[src/hdl/speq_pkg.sv]
`default_nettype none
package speq_pkg;
  localparam int DATA_W = 8;
  localparam int SYNC_STAGES = 2;
  localparam logic [7:0] TX_RESET = 8'h00;
  localparam logic [7:0] RX_RESET = 8'h00;
  localparam logic [2:0] BIT_LAST = 3'h7;

  typedef struct packed {
    logic enable;
    logic master;
    logic cs_hold_after_transfer;
    logic mode_fault_disable;
  } speq_cfg_type;

  typedef struct packed {
    logic tx_holding_empty_flag;
    logic rx_full;
    logic busy;
    logic enabled;
  } speq_stat_type;

  typedef enum logic [1:0] {
    SPEQ_IDLE = 2'b00,
    SPEQ_SHIFT = 2'b01,
    SPEQ_HANG = 2'b10
  } speq_state_type;
endpackage
`default_nettype wire

[src/hdl/speq_core.sv]
// How it works
// Held chip select with mode-fault detection on: master transfers never start.
// Software sets mode-fault disable when using held chip select.
// Disabling leaves the transmit-empty flag exactly as it was.
// Writes while disabled are dropped and leave transmit-empty untouched.
// Disable during DMA: DMA keeps writing, all those words lost.
// Software stops DMA first, waits, then disables; re-enables reverse order.
// In slave operation disable is ignored; block keeps answering master.
// Slave stop: read last word, then pulse soft reset.
`default_nettype none
module speq_core (
  input wire logic mclk,
  input wire logic rst,
  input wire logic soft_reset_bit,
  input wire speq_pkg::speq_cfg_type cfg,
  input wire logic wr_valid,
  input wire logic [7:0] wr_data,
  input wire logic rd_strobe,
  input wire logic sck_in,
  input wire logic cs_n_in,
  input wire logic mosi_in,
  input wire logic miso_in,
  output logic sck_out,
  output logic sck_oe,
  output logic cs_n_out,
  output logic mosi_out,
  output logic miso_out,
  output logic miso_oe,
  output logic [7:0] rx_data,
  output speq_pkg::speq_stat_type stat
);
  // ------------------------------------------------------------
  // Pin synchronisers
  // ------------------------------------------------------------
  logic sck_s;
  logic cs_n_s;
  logic mosi_s;
  logic miso_s;
  speq_sync u_sck (.mclk(mclk), .rst(rst), .din(sck_in), .dout(sck_s));
  speq_sync u_cs (.mclk(mclk), .rst(rst), .din(cs_n_in), .dout(cs_n_s));
  speq_sync u_mosi (.mclk(mclk), .rst(rst), .din(mosi_in), .dout(mosi_s));
  speq_sync u_miso (.mclk(mclk), .rst(rst), .din(miso_in), .dout(miso_s));

  // ------------------------------------------------------------
  // State
  // ------------------------------------------------------------
  speq_pkg::speq_state_type st_q, st_d;
  logic [7:0] hold_q, hold_d;
  logic [7:0] shf_q, shf_d;
  logic [7:0] rx_q, rx_d;
  logic [2:0] cnt_q, cnt_d;
  logic empty_q, empty_d;
  logic rxf_q, rxf_d;
  logic sck_prev_q, sck_prev_d;
  logic sck_o_q, sck_o_d;
  logic cs_o_q, cs_o_d;
  logic en_q, en_d;
  logic mstr_q, mstr_d;
  logic mis_q, mis_d;
  logic start_ok;
  logic active;
  logic rise;
  logic fall;
  logic clr;

  assign clr = rst | soft_reset_bit;
  assign rise = sck_s & ~sck_prev_q;
  assign fall = ~sck_s & sck_prev_q;
  // Held chip select with fault detection never lets a master transfer start
  assign start_ok = ~(cfg.cs_hold_after_transfer & ~cfg.mode_fault_disable);

  always_comb begin
    st_d = st_q;
    hold_d = hold_q;
    shf_d = shf_q;
    rx_d = rx_q;
    cnt_d = cnt_q;
    empty_d = empty_q;
    rxf_d = rxf_q;
    sck_prev_d = sck_s;
    sck_o_d = sck_o_q;
    cs_o_d = cs_o_q;
    mstr_d = mstr_q;
    mis_d = mis_q;
    // Slave mode latches enable; disable cannot take effect there
    if (cfg.enable) begin
      en_d = 1'b1;
      mstr_d = cfg.master;
    end else begin
      en_d = en_q & ~mstr_q;
    end
    active = en_q;
    if (rd_strobe) begin
      rxf_d = 1'b0;
    end
    // Disabled writes vanish; this also swallows a DMA stream
    if (wr_valid && active) begin
      hold_d = wr_data;
      empty_d = 1'b0;
    end
    // Empty flag is only touched by writes, loads and reset, never by enable
    unique case (st_q)
      speq_pkg::SPEQ_IDLE: begin
        if (!cfg.cs_hold_after_transfer) begin
          cs_o_d = 1'b1;
        end
        if (active && mstr_q && !empty_q) begin
          if (start_ok) begin
            shf_d = hold_q;
            empty_d = 1'b1;
            cnt_d = 3'h0;
            cs_o_d = 1'b0;
            st_d = speq_pkg::SPEQ_SHIFT;
          end else begin
            st_d = speq_pkg::SPEQ_HANG;
          end
        end else if (active && !mstr_q && !cs_n_s) begin
          shf_d = empty_q ? shf_q : hold_q;
          empty_d = 1'b1;
          cnt_d = 3'h0;
          st_d = speq_pkg::SPEQ_SHIFT;
        end
      end
      speq_pkg::SPEQ_SHIFT: begin
        if (mstr_q) begin
          sck_o_d = ~sck_o_q;
          // Sample on the rising edge, shift on the falling one, so the data line
          // never moves together with the edge the peer samples on
          if (!sck_o_q) begin
            mis_d = miso_s;
          end else begin
            shf_d = {shf_q[6:0], mis_q};
            cnt_d = cnt_q + 3'h1;
            if (cnt_q == speq_pkg::BIT_LAST) begin
              rx_d = {shf_q[6:0], mis_q};
              rxf_d = 1'b1;
              st_d = speq_pkg::SPEQ_IDLE;
            end
          end
        end else begin
          if (cs_n_s) begin
            st_d = speq_pkg::SPEQ_IDLE;
          end else if (rise) begin
            shf_d = {shf_q[6:0], mosi_s};
            cnt_d = cnt_q + 3'h1;
            if (cnt_q == speq_pkg::BIT_LAST) begin
              rx_d = {shf_q[6:0], mosi_s};
              rxf_d = 1'b1;
              st_d = speq_pkg::SPEQ_IDLE;
            end
          end
        end
      end
      speq_pkg::SPEQ_HANG: begin
        // Stuck until config changes or reset
        if (start_ok || !active) begin
          st_d = speq_pkg::SPEQ_IDLE;
        end
      end
      default: st_d = speq_pkg::SPEQ_IDLE;
    endcase
    if (fall) begin
      sck_prev_d = sck_s;
    end
  end

  always_ff @(posedge mclk) begin
    if (clr) begin
      st_q <= speq_pkg::SPEQ_IDLE;
      hold_q <= speq_pkg::TX_RESET;
      shf_q <= speq_pkg::TX_RESET;
      rx_q <= speq_pkg::RX_RESET;
      cnt_q <= 3'h0;
      empty_q <= 1'b1;
      rxf_q <= 1'b0;
      sck_prev_q <= 1'b0;
      sck_o_q <= 1'b0;
      cs_o_q <= 1'b1;
      en_q <= 1'b0;
      mstr_q <= 1'b0;
      mis_q <= 1'b0;
    end else begin
      st_q <= st_d;
      hold_q <= hold_d;
      shf_q <= shf_d;
      rx_q <= rx_d;
      cnt_q <= cnt_d;
      empty_q <= empty_d;
      rxf_q <= rxf_d;
      sck_prev_q <= sck_prev_d;
      sck_o_q <= sck_o_d;
      cs_o_q <= cs_o_d;
      en_q <= en_d;
      mstr_q <= mstr_d;
      mis_q <= mis_d;
    end
  end

  // ------------------------------------------------------------
  // Registered outputs
  // ------------------------------------------------------------
  always_ff @(posedge mclk) begin
    if (clr) begin
      sck_out <= 1'b0;
      sck_oe <= 1'b0;
      cs_n_out <= 1'b1;
      mosi_out <= 1'b0;
      miso_out <= 1'b0;
      miso_oe <= 1'b0;
      rx_data <= speq_pkg::RX_RESET;
      stat <= '{tx_holding_empty_flag: 1'b1, default: 1'b0};
    end else begin
      sck_out <= sck_o_d;
      sck_oe <= en_d & mstr_d;
      cs_n_out <= cs_o_d;
      mosi_out <= shf_d[7];
      miso_out <= shf_d[7];
      miso_oe <= en_d & ~mstr_d & ~cs_n_s;
      rx_data <= rx_d;
      stat.tx_holding_empty_flag <= empty_d;
      stat.rx_full <= rxf_d;
      stat.busy <= (st_d != speq_pkg::SPEQ_IDLE);
      stat.enabled <= en_d;
    end
  end
endmodule
`default_nettype wire

[src/hdl/speq_sync.sv]
`default_nettype none
module speq_sync (
  input wire logic mclk,
  input wire logic rst,
  input wire logic din,
  output logic dout
);
  logic s1_q;
  logic s1_d;
  logic s2_q;
  logic s2_d;

  always_comb begin
    s1_d = din;
    s2_d = s1_q;
  end

  always_ff @(posedge mclk) begin
    if (rst) begin
      s1_q <= 1'b0;
      s2_q <= 1'b0;
    end else begin
      s1_q <= s1_d;
      s2_q <= s2_d;
    end
  end

  assign dout = s2_q;
endmodule
`default_nettype wire

[config.mk]
export PLATFORM = sky130hd
export DESIGN_NAME = speq_core
export DESIGN_NICKNAME = d
export VERILOG_FILES = /design/src/hdl/speq_pkg.sv /design/src/hdl/speq_core.sv /design/src/hdl/speq_sync.sv
export SDC_FILE = /design/constraint.sdc
export NUM_CORES = 1
export LEC_CHECK = 0
export BUFFER_PORTS_ARGS = -buffer_cell sky130_fd_sc_hd__buf_2
export CAP_MARGIN = 20
export CORE_ASPECT_RATIO = 2
export CORE_MARGIN = 5
export CORE_UTILIZATION = 45
export CTS_CLUSTER_DIAMETER = 120
export DETAILED_ROUTE_END_ITERATION = 10
export PLACE_DENSITY = 0.64
export SLEW_MARGIN = 20
export SYNTH_ARGS = -nofsm -noshare
export SYNTH_HDL_FRONTEND = slang
export SYNTH_SLANG_ARGS = --single-unit
[constraint.sdc]
create_clock -name mclk -period 3.6 [get_ports mclk]
set_input_delay 0.72 -clock mclk [delete_from_list [all_inputs] [get_ports mclk]]
set_output_delay 0.72 -clock mclk [all_outputs]
set_load 0.005 [all_outputs]
Word-level counts from Yosys, hierarchy flattened

Cells that the tools add are included.

$add $sub $neg: 1
Equality and inequality tests: 11
Multiplexer cells: 50
Bitwise gates (word level): 14
Reduce and logical (&&, ||, !) cells: 19

Operators with widths:

| kind                | number |
|---|---|
| $mux 8              | 14 |
| $mux 3              | 7 |
| $mux 2              | 9 |
| $ne 3x3->1 const B  | 6 |
| $mux 1              | 17 |
| $pmux 8 s2          | 1 |
| $not 1->1           | 7 |
| $reduce_and 7->1    | 1 |
| $and 1x1->1         | 6 |
| $pmux 2 s3          | 1 |
| $pmux 3 s2          | 1 |
| $reduce_and 6->1    | 1 |
| $reduce_bool 2->1   | 3 |
| $logic_and 1x1->1   | 5 |
| $reduce_and 5->1    | 1 |
| $logic_not 1->1     | 4 |
| $ne 2x2->1 const B  | 2 |
| $add 3x1->3 const B | 1 |
| $eq 3x3->1 const B  | 1 |
| $reduce_and 3->1    | 1 |
| $eq 2x1->1 const B  | 1 |
| $eq 2x2->1 const B  | 1 |
| $logic_not 2->1     | 1 |
| $reduce_and 2->1    | 1 |
| other kinds (2)     | 2 |

Bits in registers: 48
Input bits: 21
Output and inout port bits: 18
Logic and storage cells: 120

Depth between registers and ports, before layout

Gate-level depths: netlist of run 1.

Depth in word-level cells: 7
Mapped depth: 6

Modules after synthesis

From an unflattened synthesis of run 1, not the netlist that was laid out.

Cells, all modules: 212
Area total of the unflattened synthesis: 1919.3 um2

Modules (own cells, without submodules):

| module    | instances | cells each | area each (um2) | seq. area each (um2) |
|---|---|---|---|---|
| speq_core | 1         | 196        | 1709.1          | 800.8 |
| speq_sync | 4         | 4          | 52.6            | 40.0 |

Least setup slack after synthesis of run 1

OpenSTA, ideal clock, no wires.

Kind: in2reg
Start point: input rst
End point: register rx_data[0]
Setup time: 87 ps
Data arrival time: 1683 ps
Data required time: 3513 ps
Setup slack: 1829 ps
Stages: 5
Buffers on the path: 2
Path through: buf_2 -> nor2_1 -> clkbuf_1 -> nand3_1 -> o31ai_1

Word-level cells in the longest chain between the ends: 1

RTL lines:

| what                   | RTL line         | text |
|---|---|---|
| start: declaration     | speq_core.sv:13  | `input wire logic rst,` |
| $or 1x1->1             | speq_core.sv:66  | `assign clr = rst \| soft_reset_bit;` |
| end signal: assignment | speq_core.sv:210 | `rx_data <= speq_pkg::RX_RESET;` |
| end signal: assignment | speq_core.sv:219 | `rx_data <= rx_d;` |
| end: declaration       | speq_core.sv:29  | `output logic [7:0] rx_data,` |

Every way passes these cells.
A chain may end at the register's enable or synchronous reset.

Worst setup path after layout of run 1

Start point: register stat[0] in the netlist's numbering
End point: output stat[0] in the netlist's numbering

RTL lines:

| what               | RTL line        | text |
|---|---|---|
| start: declaration | speq_core.sv:30 | `output speq_pkg::speq_stat_type stat` |

No word-level cell between the ends.

==> impl_summary.md, run 1 <==
Run status
The run finished with clean final reports.

Floorplan
The number of placed I/O pins is 39. The initial core utilization is between 40% and 50%. The region available for standard cell placement spans roughly 4300 um2. The die covers 5820 um2. From bottom edge to top edge, the die measures 103 um.

The die width is ~56 um. The number of rows created at floorplan is 34.

Final layout
For this run, the number of standard cells in the final layout without fillers is 298. Cells with a size suffix above 1 make up 24.6% of the layout. For this run, the share of the core covered by cells in the final layout is 52.8%. After routing the design area is 2240 um2. The number of diodes is 0. Relative to the synthesized area, the layout overhead comes to 15.4%. The total of fill cells in the finished design is 431.

The number of nets in the finished design is 266.

Timing
Setup violations remaining at the end of the flow were counted as 0. The max-slew violation count is 0. The worst clock skew is 0.00582 ns. After layout, the worst setup slack is 1.80 ns.

Adding up every negative setup slack in the final design gives 0 ns. The count of endpoints failing hold in the final timing report was 0. Timing would allow up to 554 MHz. Setup repair after global routing left no endpoint under its margin. Of the available clock period, the critical path in the final layout requires 50.1%. The clock period minus worst slack is ~1.8 ns. The worst pin sits at a relative slew slack of 58.5%. The tightest hold path in the finished design has a slack of 0.446 ns. The slew at the pin closest to its max-slew limit is 0.621 ns.

CTS
Clock tree synthesis found a total of between 40 and 50 sinks. After clock tree synthesis, the clock-pin slew on the worst setup and hold paths is 0.09 ns. In this run, CTS created clock tree buffers numbering 5. The cell sitting at the root of the clock tree is a sky130_fd_sc_hd__clkbuf_8. The number of hold buffers added after CTS was 0.

In this run the number of H-tree levels came out at 2. The clock latency reported for the late side of the worst-skew pair is 0.30 ns. After clock tree synthesis, the repair step resized 0 gates. The buffer levels on the longest clock path is 2.

TritonCTS built the clock tree. Buffers added to address setup during post-CTS repair amount to 0.

Worst setup path
The cell family contributing the most delay on the critical path is flip-flops. At the worst endpoint, the arrival time is 1.08 ns. The highest fanout seen on the critical path is 13. At the worst endpoint, the required time is 2.88 ns. The type of destination of the critical path is a primary output. The signal on the critical path passes through buf_2. The critical path is of the reg -> out type. In this design, the stage delay of the slowest critical-path cell is between 0.5 and 0.6 ns. The number of buffer and inverter instances along the worst setup path is 1. Among all stages on the critical path, the largest delay is contributed by sky130_fd_sc_hd__dfxtp_1. The element type at the critical path start is a flop.

Place
Summing all placed instances gives a cell area of 2130 um2. The number of placed cells counting well taps is 290. The final HPWL from detailed placement is 2870 um.

At the placement stage, the worst setup path has a slack of 1.65 ns. The global placement routability congestion is 0.863. The count of input and output buffers is 38.

Detailed routing
The post-route DRC violation count is 0. The mean routed wirelength per cell is 12.9 um. The overall routed net length is 3840 um. Detailed routing inserted a total of ~1500 vias. In this run, the number of DRC markers left after iteration 0 of detailed routing was 31. The detailed-routing iteration count for the pre-antenna-repair pass is 4. The number of antenna-violating nets in the routed design is 0.

In the routed layout, each cell is associated on average with a via count of 5.07.

Pwr
Cell internal power was estimated by the tool at between 0.7 and 0.8 mW. IR analysis of the VDD net gives a maximum drop of between 0.3 and 0.4 mV. The switching component of the power is 0.210 mW. The share of total power in the clock network is about two fifths. Sequential cells account for 55.8% of the total power. The completed layout was analyzed and its total power is 0.974 mW. The total power per unit cell area is roughly 430 nW/um2.

In this run, the combinational gates consume 4.9% of the power. In this run the static leakage power is 0.919 nW. The switching power share of the total is 21.5%.

Logic synthesis
The share of the Yosys chip area taken by registers is 49.4%. Averaged over all synthesized cells, the footprint is just over 9 um2. The number of different library cells used by synthesis comes to 34. The flip-flop and latch count after synthesis is 48. When the netlist entered floorplanning its net count stood at 234. The cell type with the largest total area after synthesis is sky130_fd_sc_hd__dfxtp_1. In the post-synthesis netlist, the biggest area contributors are sky130_fd_sc_hd__dfxtp_1 49%, sky130_fd_sc_hd__nand2_1 6.4%, sky130_fd_sc_hd__mux2i_1 5.7%, sky130_fd_sc_hd__nand3_1 4.1%, sky130_fd_sc_hd__mux2_2 4.1%.

In the synthesized netlist the dominant register cell turns out to be sky130_fd_sc_hd__dfxtp_1. Summed over its instances, the top area cell type makes up 49.4% of the synthesized netlist area. Summing every instance area after synthesis gives 1950 um2. The fraction of synthesis flops using an asynchronous set or reset pin is 0%. Synthesis produced ~210 cells. The number of synthesis warnings is 0. The number of flops mapped to enable cells by yosys is 0.

Global route
The number of global-route vias before repair is between 1000 and 1500. The all-layer global routing usage is 14.5%. The initial antenna violation count is 0.

The first-pass GRT wire length is 6660 um. The total grt overflow is 0. Entering global routing, the biggest net connects 29 pins.

Worst hold path
The kind of path behind the tightest hold check is reg -> reg.

Job
The number of maximum-capacitance constraint violations is 0.
==> per-layer routing <==
layer	wire (um)	GRT usage (%)	vias up
met5	0	0	-
met4	82	7.86	0
met3	245	3.38	7
met2	1770	22.9	44
met1	1740	18.2	675
li1	-	-	786
==> area by class of cell <==
class / instances / area (um2) / area share (%)
well taps: 54 / 67.6 / 3.01
clock inverters: 3 / 42.5 / 1.90
inverters: 1 / 3.75 / 0.167
flip-flops and latches: 48 / 961 / 42.8
repair buffers: 39 / 198 / 8.81
clock buffers: 5 / 68.8 / 3.07
multi-input cells: 148 / 903 / 40.2
==> power groups by stage <==
stage | Sequential, mW | Clock [mW] | Combinational [mW]
5_1_grt | 0.545 | 0.417 | 0.0541
6_report | 0.544 | 0.383 | 0.0476
2_1_floorplan | 0.553 | 0 | 0.0335
4_1_cts | 0.544 | 0.395 | 0.0482
3_3_place_gp | 0.556 | 0 | 0.0471
3_5_place_dp | 0.557 | 0 | 0.0480
==> logic make-up (layout without fill, tap and decap cells) <==
kind of cell,count (synthesis),in the layout,synth area share (%)
compound gates,38,38,12.5
fa+ha+maj,2,2,1.29
buf+inv,15,48,4.18
flops,48,48,49.4
mux,18,18,9.71
simple gates,90,90,22.9
==> sequential cells by signal, summed over array words and instances, names as in the netlist <==
register,flops
u_mosi.dout,1
cnt_q,3
u_mosi.s1_q,1
shf_q,8
sck_out,1
stat,4
u_cs.dout,1
cs_n_out,1
u_cs.s1_q,1
u_sck.dout,1
u_sck.s1_q,1
hold_q,8
miso_oe,1
u_miso.s1_q,1
st_q,2
mstr_q,1
u_miso.dout,1
rx_data,8
sck_prev_q,1
sck_oe,1
mis_q,1
==> cells in the final DEF (no fill, tap or decap), drive strengths merged <==
cell type and count:
o21ai 11, o22ai 1, mux2 7, inv 1, nor2 11, nor3 2
clkinvlp 1, clkbuf 5, nand2 33, a21oi 17, o211ai 4, nand3 16
clkinv 1, buf 39, mux2i 11, o2111ai 1, a2bb2oi 1, o31ai 1
nor4b 1, or4b 1, and4b 1, nor3b 1, or2 3, nor2b 11
bufinv 1, ha 2, dfxtp 48, nor4 2, nand2b 6, o21bai 1
a21boi 1, and2 2
==> path summary, 6_finish.rpt <==
kind	from	to	slack (ns)	cells past startpoint
worst min register to register	u_cs.s1_q	u_cs.dout	0.45	1
worst max register to register	mstr_q	rx_data[4]	1.88	4
worst max-delay path	stat[0]	stat[0]	1.80	1
worst min-delay path	u_cs.s1_q	u_cs.dout	0.45	1
==> synth_stat cells (2+ instances only) <==
master	instances
sky130_fd_sc_hd__mux2i_1	11
sky130_fd_sc_hd__and2_1	2
sky130_fd_sc_hd__dfxtp_1	48
sky130_fd_sc_hd__nand2b_1	6
sky130_fd_sc_hd__nor4_1	2
sky130_fd_sc_hd__nor2_1	11
sky130_fd_sc_hd__or2_2	2
sky130_fd_sc_hd__ha_1	2
sky130_fd_sc_hd__a21oi_4	2
sky130_fd_sc_hd__o211ai_1	3
sky130_fd_sc_hd__buf_2	5
sky130_fd_sc_hd__buf_4	5
sky130_fd_sc_hd__nor3_1	2
sky130_fd_sc_hd__nand2_1	33
sky130_fd_sc_hd__a21oi_1	15
sky130_fd_sc_hd__nand3_1	16
sky130_fd_sc_hd__clkbuf_1	3
sky130_fd_sc_hd__nor2b_1	11
sky130_fd_sc_hd__mux2_2	7
sky130_fd_sc_hd__o21ai_0	11
No activity file was read; power rests on OpenSTA's default activity.
==> run 2, diff against run 1 <==
--- a/config.mk
+++ b/config.mk
@@ -5,6 +5,7 @@
 export SDC_FILE = /design/constraint.sdc
 export NUM_CORES = 1
 export LEC_CHECK = 0
+export ABC_AREA = 1
 export BUFFER_PORTS_ARGS = -buffer_cell sky130_fd_sc_hd__buf_2
 export CAP_MARGIN = 20
 export CORE_ASPECT_RATIO = 2
@@ -12,7 +13,7 @@
 export CORE_UTILIZATION = 45
 export CTS_CLUSTER_DIAMETER = 120
 export DETAILED_ROUTE_END_ITERATION = 10
-export PLACE_DENSITY = 0.64
+export PLACE_DENSITY = 0.67
 export SLEW_MARGIN = 20
 export SYNTH_ARGS = -nofsm -noshare
 export SYNTH_HDL_FRONTEND = slang
==> constraint.sdc (replaced) <==
create_clock -name mclk -period 1.5 [get_ports mclk]
set_input_delay 0.3 -clock mclk [delete_from_list [all_inputs] [get_ports mclk]]
set_output_delay 0.3 -clock mclk [all_outputs]
set_load 0.005 [all_outputs]
==> impl_summary.md, run 2 <==
Timing
At the pin with the least slew margin, the transition time is 0.285 ns. The final-layout setup total negative slack is 0 ns. The setup violation total in the final timing report is 0. The count of endpoints failing hold in the final timing report is 0. Based on the critical path, the design can be clocked at up to about 700 MHz.

The max-slew violation count is 0. The max-slew headroom at the worst pin is 80.8%. The worst clock skew is 0.00506 ns.

The minimum setup slack in the final design is around 0.076 ns. The post-route fraction of the period consumed by the critical path is 94.9%. Setup repair after global routing could not meet its margin everywhere. The clock period minus worst slack is about 1.4 ns.

CTS
The cell sitting at the root of the clock tree is a sky130_fd_sc_hd__clkbuf_8. In this run the number of H-tree levels came out at 2. The buffer levels on the longest clock path is 2. After clock tree synthesis, the flow added hold-fix buffers numbering 0. The number of buffers created by CTS is 5. The TritonCTS clock tree is yes. The clock slew seen by the registers of the worst setup and hold paths is 0.08 ns.

The post-CTS setup buffer count is 0. The clock latency reported for the late side of the worst-skew pair is approximately 0.29 ns. The clock sink total is 48.

Logic synthesis
The synthesized design spends more area on one cell type than any other, namely sky130_fd_sc_hd__dfxtp_1. The top cell type by area accounts for 47.8% of the synthesized area. Of all flip-flops after synthesis, the portion carrying an async set or reset was 0%. The flip-flop cell with the highest count after synthesis is sky130_fd_sc_hd__dfxtp_1. By area the synthesized netlist is led by sky130_fd_sc_hd__dfxtp_1 48%, sky130_fd_sc_hd__nor2_1 11%, sky130_fd_sc_hd__nand2_1 11%, sky130_fd_sc_hd__inv_1 6.2%, sky130_fd_sc_hd__o21ai_0 5.5%. The number of nets in the synthesized netlist is 305. Synthesis inferred 48 register bits.

The number of flops mapped to enable cells by yosys is 0. Summing every instance area after synthesis gives approximately 2000 um2. Counting instances in the post-synthesis netlist gives the leading cell types as 60 x sky130_fd_sc_hd__nor2_1, 59 x sky130_fd_sc_hd__nand2_1, 48 x sky130_fd_sc_hd__dfxtp_1.

Averaged over all synthesized cells, the footprint is a little over 7 um2. The unique cell type count in the Yosys netlist is 24. By instance count, the leading cell after synthesis is sky130_fd_sc_hd__nor2_1. The sequential area share after synthesis is 47.8%. The number of synthesis warnings is 0. The synthesized instance count is ~280.

Detailed routing
The mean routed wirelength per cell is 11.0 um. Once detail routing completed, the nets flagged for antenna violations numbered 0. The routed via count divided by cell count is 4.74.

The total number of vias is 1840. The number of violations reported at the end of detailed-routing iteration 0 is 36. For this run, the detailed router's first-pass iteration total came to 4. The overall routed net length is 4270 um.

In the routed design, unresolved DRC markers number 0.

Pwr
The cell-internal power is 1.85 mW. The total power per unit cell area is ~940 nW/um2. The clock network accounts for 36.9% of the total power.

In this run, the combinational gates consume 7.2% of the power. The peak supply drop is 0.755 mV. Summed over all cells, the static leakage comes to roughly 1.2 nW. Of the total power, the share spent switching nets is 21.2%. The analysis attributes to net switching a power of 0.499 mW.

The sequential fraction of design power is approximately 56%.

Final layout
The filler cells instantiated in the layout total 466. Leaving out fill and tap cells, the most frequent cells in the layout are 59 x sky130_fd_sc_hd__nand2_1, 59 x sky130_fd_sc_hd__nor2_1, 43 x sky130_fd_sc_hd__dfxtp_1. In the final layout, the share of cells above drive strength 1 is between 20% and 30%. The largest registers in the layout are hold_q (8), rx_data (8), shf_q (8). The final core area utilization is ~58%. 0 antenna diodes ended up in the layout. The non-filler instance count after layout is 388. The net count of the finished layout is roughly 360.

Relative to the synthesized area, the layout overhead comes to 24.3%.

Worst setup path
For the worst setup path, the data arrival time is roughly 1.7 ns. The highest fanout seen on the critical path is 17. The critical path goes through inv_1 > nand2_1 > buf_4 > buf_4 > or2_2 > nand3_1 > nand2_1 > nor2_1.

In this run the worst setup path begins at st_q[1]. The cell with the largest stage delay on the worst path is sky130_fd_sc_hd__dfxtp_2. Broken down by cell family, the worst path's largest delay share belongs to simple AND/OR/NAND/NOR gates. The count of cell instances traversed by the critical path is 8.

Counting cells, the worst reg-to-reg path comes to 8. The type of destination of the critical path is a flop. The required time reported for the critical path endpoint is 1.73 ns. In this run the register-to-register setup slack is 0.08 ns. STA classifies the critical path startpoint as a flop.

The endpoint identified for the worst register-to-register timing path is cnt_q[0]. The longest individual stage delay on the worst path is 0.36 ns. The worst setup path endpoint is cnt_q[0]. The number of buffer and inverter instances along the worst setup path is 3.

The critical path is of the reg -> reg type. The critical register-to-register path startpoint is st_q[1].

Floorplan
During I/O placement, the number of pins put on the boundary was 39. Measured along the x axis, the die boundary spans 57.3 um. The standard cell core area is about 4300 um2. In this run the vertical extent of the chip is 105 um. The floorplan step defined a die boundary enclosing 5990 um2. For this configuration, the core starts out at a cell density of 46.3%. The number of rows created at floorplan is 34.

Global route
The first global-routing pass estimated 7560 um of wire. The number of global-route vias before repair is 1764. The maximum number of pins on one net before global-route repair is 18.

The initial antenna violation count is 0. The all-layer global routing usage is 15.5%. After global routing the overflow that remains totals 0.

Place
Port buffering added 38 buffers. The global placement routability congestion is 0.898. The worst slack after detailed placement is 0.0283 ns. The number of placed cells counting well taps is 382. Detailed placement ended at an HPWL of 3320 um.

Worst hold path
The kind of path behind the tightest hold check is in -> reg.

Run status
The run finished with clean final reports.

Job
Across the run, the number of max-cap violations was 0.
[run 2: cell count changes in the layout (fill, tap and decap cells not counted), moves of 7 or more]
cell and change:
sky130_fd_sc_hd__o21ai_0 +11, sky130_fd_sc_hd__mux2_2 -7, sky130_fd_sc_hd__mux2i_1 -11, sky130_fd_sc_hd__nand2_1 +26
sky130_fd_sc_hd__nor2b_1 -11, sky130_fd_sc_hd__nor2_1 +48, sky130_fd_sc_hd__inv_1 +31, sky130_fd_sc_hd__buf_4 +16
[run 2: layout make-up]
type | instances | area (um2) | area share (%)
flip-flops and latches | 48 | 967 | 38.7
multi-input cells | 187 | 880 | 35.2
clock buffers | 5 | 68.8 | 2.75
inverters | 36 | 138 | 5.51
well taps | 54 | 67.6 | 2.70
repair buffers | 57 | 349 | 14.0
clock inverters | 1 | 30.0 | 1.20
[run 2: worst min-delay path by stage]
stage	start	end	slack, ns	cells past startpoint
2_1_floorplan	u_cs.s1_q	u_cs.dout	0.39	2
3_3_place_gp	u_miso.s1_q	u_miso.dout	0.39	2
3_5_place_dp	u_mosi.s1_q	u_mosi.dout	0.39	2
4_1_cts	cs_n_in	u_cs.s1_q	0.19	3
5_1_grt	cs_n_in	u_cs.s1_q	0.21	3
6_report	sck_in	u_sck.s1_q	0.20	3
[run 2: power by group through the flow]
stage                     registers, mW  clock network [mW]  logic [mW]
after global routing               1.31               0.941       0.196
after detailed placement           1.34                   0       0.168
after global placement             1.34                   0       0.166
after floorplan                    1.34                   0      0.0987
after CTS                          1.31               0.902       0.169
final                              1.31               0.866       0.170
[run 2: cell families (layout without fill, tap and decap cells)]
group | Yosys count | after routing | synth area share (%)
fa+ha+maj | 2 | 2 | 1.24
simple gates | 142 | 142 | 29.3
buf+inv | 47 | 99 | 10.0
compound gates | 43 | 43 | 11.6
flops | 48 | 48 | 47.8
[run 2: layer usage]
metal	GRT usage (%)	vias to the layer above	routed length, um
li1	-	976	-
met1	17.2	804	1780
met2	27.2	50	2120
met3	3.33	10	243
met4	7.30	0	123
met5	0	-	0
[run 2: per-stage QoR]
stage / power, mW / instance area (um2) / hold WS (ns)
6_report: 2.35 / 2500 / 0.201
5_1_grt: 2.45 / 2500 / 0.208
4_1_cts: 2.38 / 2460 / 0.194
3_5_place_dp: 1.51 / 2360 / 0.393
3_3_place_gp: 1.50 / 2360 / 0.389
2_1_floorplan: 1.43 / 2010 / 0.388
[run 2: worst register-to-register path: cells and delay by family (launching register included)]
family | cells | cell delay (ns)
and+or+nand+nor | 5 | 0.59
buffers and inverters | 3 | 0.42
DFF | 1 | 0.36
[run 2: repair_timing]
action                                 4_1_cts  5_1_grt
setup endpoints to repair                    0       22
endpoints found under the hold margin        0        0
resized for setup                            0       14
==> run 3, diff against run 2 <==
--- a/config.mk
+++ b/config.mk
@@ -6,10 +6,9 @@
 export NUM_CORES = 1
 export LEC_CHECK = 0
 export ABC_AREA = 1
-export BUFFER_PORTS_ARGS = -buffer_cell sky130_fd_sc_hd__buf_2
+export BUFFER_PORTS_ARGS = -buffer_cell sky130_fd_sc_hd__clkbuf_2
 export CAP_MARGIN = 20
 export CORE_ASPECT_RATIO = 2
-export CORE_MARGIN = 5
 export CORE_UTILIZATION = 45
 export CTS_CLUSTER_DIAMETER = 120
 export DETAILED_ROUTE_END_ITERATION = 10
==> impl_summary.md, run 3 (same netlist as run 2, synthesis figures left out) <==
CTS
The clock tree root buffer cell is sky130_fd_sc_hd__clkbuf_8. For the worst-skew pair, the clock arrives at the later sink with an insertion delay of 0.30 ns. TritonCTS built the clock tree. The H-tree generated during clock tree synthesis spans 2 levels. No sink is reached through more buffers than the 2 on the longest clock path.

Clock tree synthesis inserted a total of 5 buffers. The tree built by TritonCTS fans out to 48 sinks. After clock tree synthesis, the flow added hold-fix buffers numbering 0. Clock-pin slew was measured on the worst setup and hold paths at 0.08 ns.

Worst setup path
For the worst setup path, the data arrival time is approximately 1.6 ns. The startpoint-to-endpoint class of the critical path is reg -> reg. For the worst flop-to-flop path, the logic depth is 7. The slowest stage of the critical path belongs to the cell sky130_fd_sc_hd__dfxtp_2. The highest fanout seen on the critical path is 4.

The critical path goes through ha_4 > ha_4 > inv_2 > nor3_4 > nand2_4 > or2_0 > a21oi_1. The most numerous cell type found on the critical path is sky130_fd_sc_hd__ha_4. The required time reported for the critical path endpoint is ~1.7 ns. The element type at the critical path start is a flop. The longest individual stage delay on the worst path is 0.36 ns. The type of destination of the critical path is a flop.

Final layout
The post-route netlist has 24.0% of its cells at a drive strength greater than 1. In the final layout, the registers with the most flip-flops are hold_q (8), rx_data (8), shf_q (8). The leading cell type in the layout, fill and taps excluded is sky130_fd_sc_hd__nand2_1.

The repair_antennas step left the layout with diodes totalling 0. The area growth from synthesis to layout is 24.8%. The net count of the finished layout is 359. The top cell types in the final layout, fill and taps aside, are 59 x sky130_fd_sc_hd__nand2_1, 58 x sky130_fd_sc_hd__nor2_1, 43 x sky130_fd_sc_hd__dfxtp_1. The non-filler instance count after layout is 391.

Timing
The minimum setup slack in the final design is 0.101 ns. The setup violation total in the final timing report is 0. The clock period minus worst slack is 1.40 ns. For the final routed database, the setup TNS stands at 0 ns. Hold is met by 0.182 ns.

Static timing analysis puts the maximum clock frequency at 715 MHz. The max-slew violation count is 0. The count of endpoints failing hold in the final timing report is 0. For the final database, setup skew stands at 0.00570 ns. The max-slew headroom at the worst pin is approximately four fifths. Setup repair after global routing could not meet its margin everywhere.

The post-route fraction of the period consumed by the critical path is around 93%. At the pin with the least slew margin, the transition time is 0.278 ns.

Place
The wire-length estimate of the detail-placed layout is 3060 um. Prior to clock tree synthesis, the placed netlist has a worst setup slack of 0.0354 ns. The global placement routability congestion is 0.881. The number of placed cells counting well taps is 381. In this run the tool buffered the top-level ports with 38 buffer cells.

Global route
After global routing the overflow that remains totals 0. The maximum number of pins on one net before global-route repair is 18. The initial antenna violation count was 0.

The first-pass GRT wire length is 6380 um. The number of global-route vias before repair is 1576. The all-layer global routing usage is 17.7%.

Detailed routing
Using the TritonRoute via totals, the vias-per-cell ratio works out to around 4.8. The overall routed net length is 3960 um. The detailed route wirelength on metal2 is approximately 2000 um. The mean routed wirelength per cell is 10.1 um. The met1 routed wirelength after detailed routing is 1650 um. The total number of vias is between 1500 and 2000. Summed over all nets, wire length on met3 after detailed routing comes to 164 um. For this block, the initial DRC count from the detailed router was 20. After detailed routing, the number of remaining DRC violations is 0. The pre-antenna-repair detailed-routing pass consisted of 4 iterations.

The top metal layer carrying routed signals is met4. The number of antenna-violating nets in the routed design is 0.

Pwr
The total chip power is 2.26 mW. The switching component of the power is 0.520 mW. Dividing total power by cell area gives a power density of 902 nW/um2.

The switching power share of the total is 23.0%. The combinational fraction of design power is 7.5%. The share of total power in the clock network is 34.7%.

Internal power comes to between 1.5 and 2 mW. Summed over all cells, the static leakage comes to 1.16 nW. The sequential fraction of design power is between 50% and 60%. The worst-case IR drop observed on VDD is 0.910 mV.

Worst hold path
The kind of path behind the tightest hold check is in -> reg. Counting instances, the worst hold path has a depth of 3.

Floorplan
The number of rows created at floorplan is 34. The initial core utilization is 46.8%. Measured along the x axis, the die boundary spans 49.3 um. The area enclosed by the die boundary is 4760 um2. The number of placed I/O pins is 39.

After floorplanning, the core was sized to cover 4300 um2. The die is 96.5 um tall.

Job
Max-cap violations in this run came to 0.

Run status
The flow ran to the end, and the final reports show no timing, DRC or antenna violations.
run 3: layout make-up:
cell class,count,area (um2)
fillers,447,1790
repair buffers,58,364
flip-flops and latches,48,970
clock inverters,1,7.51
multi-input cells,187,878
inverters,36,135
well taps,54,67.6
clock buffers,7,86.3
run 3: repair_timing:
item | 4_1_cts | 5_1_grt
setup endpoints to repair | 0 | 20
buffers inserted | 0 | 2
gates resized for setup | 0 | 16
run 3: through the flow:
step	util, %	area [um2]
after floorplan	-	2010
after global placement	54.7	2350
after global routing	58.4	2510
after detailed placement	54.7	2350
final	58.4	2510
after CTS	56.9	2440
run 3: final timing paths:
| check | startpoint | end | slack [ns] |
|---|---|---|---|
| max | cnt_q[0] | rx_data[0] | 0.10 |
| min | mosi_in | u_mosi.s1_q | 0.18 |
| max reg2reg | cnt_q[0] | rx_data[0] | 0.10 |
| min reg2reg | u_mosi.s1_q | u_mosi.dout | 0.40 |
run 3: power by group through the flow:
stage	clock network [mW]	registers [mW]	logic [mW]
2_1_floorplan	0	1.34	0.0987
3_3_place_gp	0	1.34	0.167
3_5_place_dp	0	1.34	0.168
4_1_cts	0.812	1.31	0.168
5_1_grt	0.862	1.31	0.191
6_report	0.785	1.31	0.170
run 3: per-layer routing:
layer / GRT usage (%) / vias up
met1: 18.4 / 820
met3: 3.44 / 12
li1: - / 982
met5: 0 / -
met2: 32.2 / 53
met4: 10.8 / 0
run 3: critical path: cells and delay by family, from the launching register on:
| kind | cells | cell delay, ns |
|---|---|---|
| AOI/OAI and AO/OA | 1 | 0.13 |
| adders and majority gates | 2 | 0.26 |
| buffers and inverters | 1 | 0.04 |
| DFF | 1 | 0.36 |
| and+or+nand+nor | 3 | 0.55 |
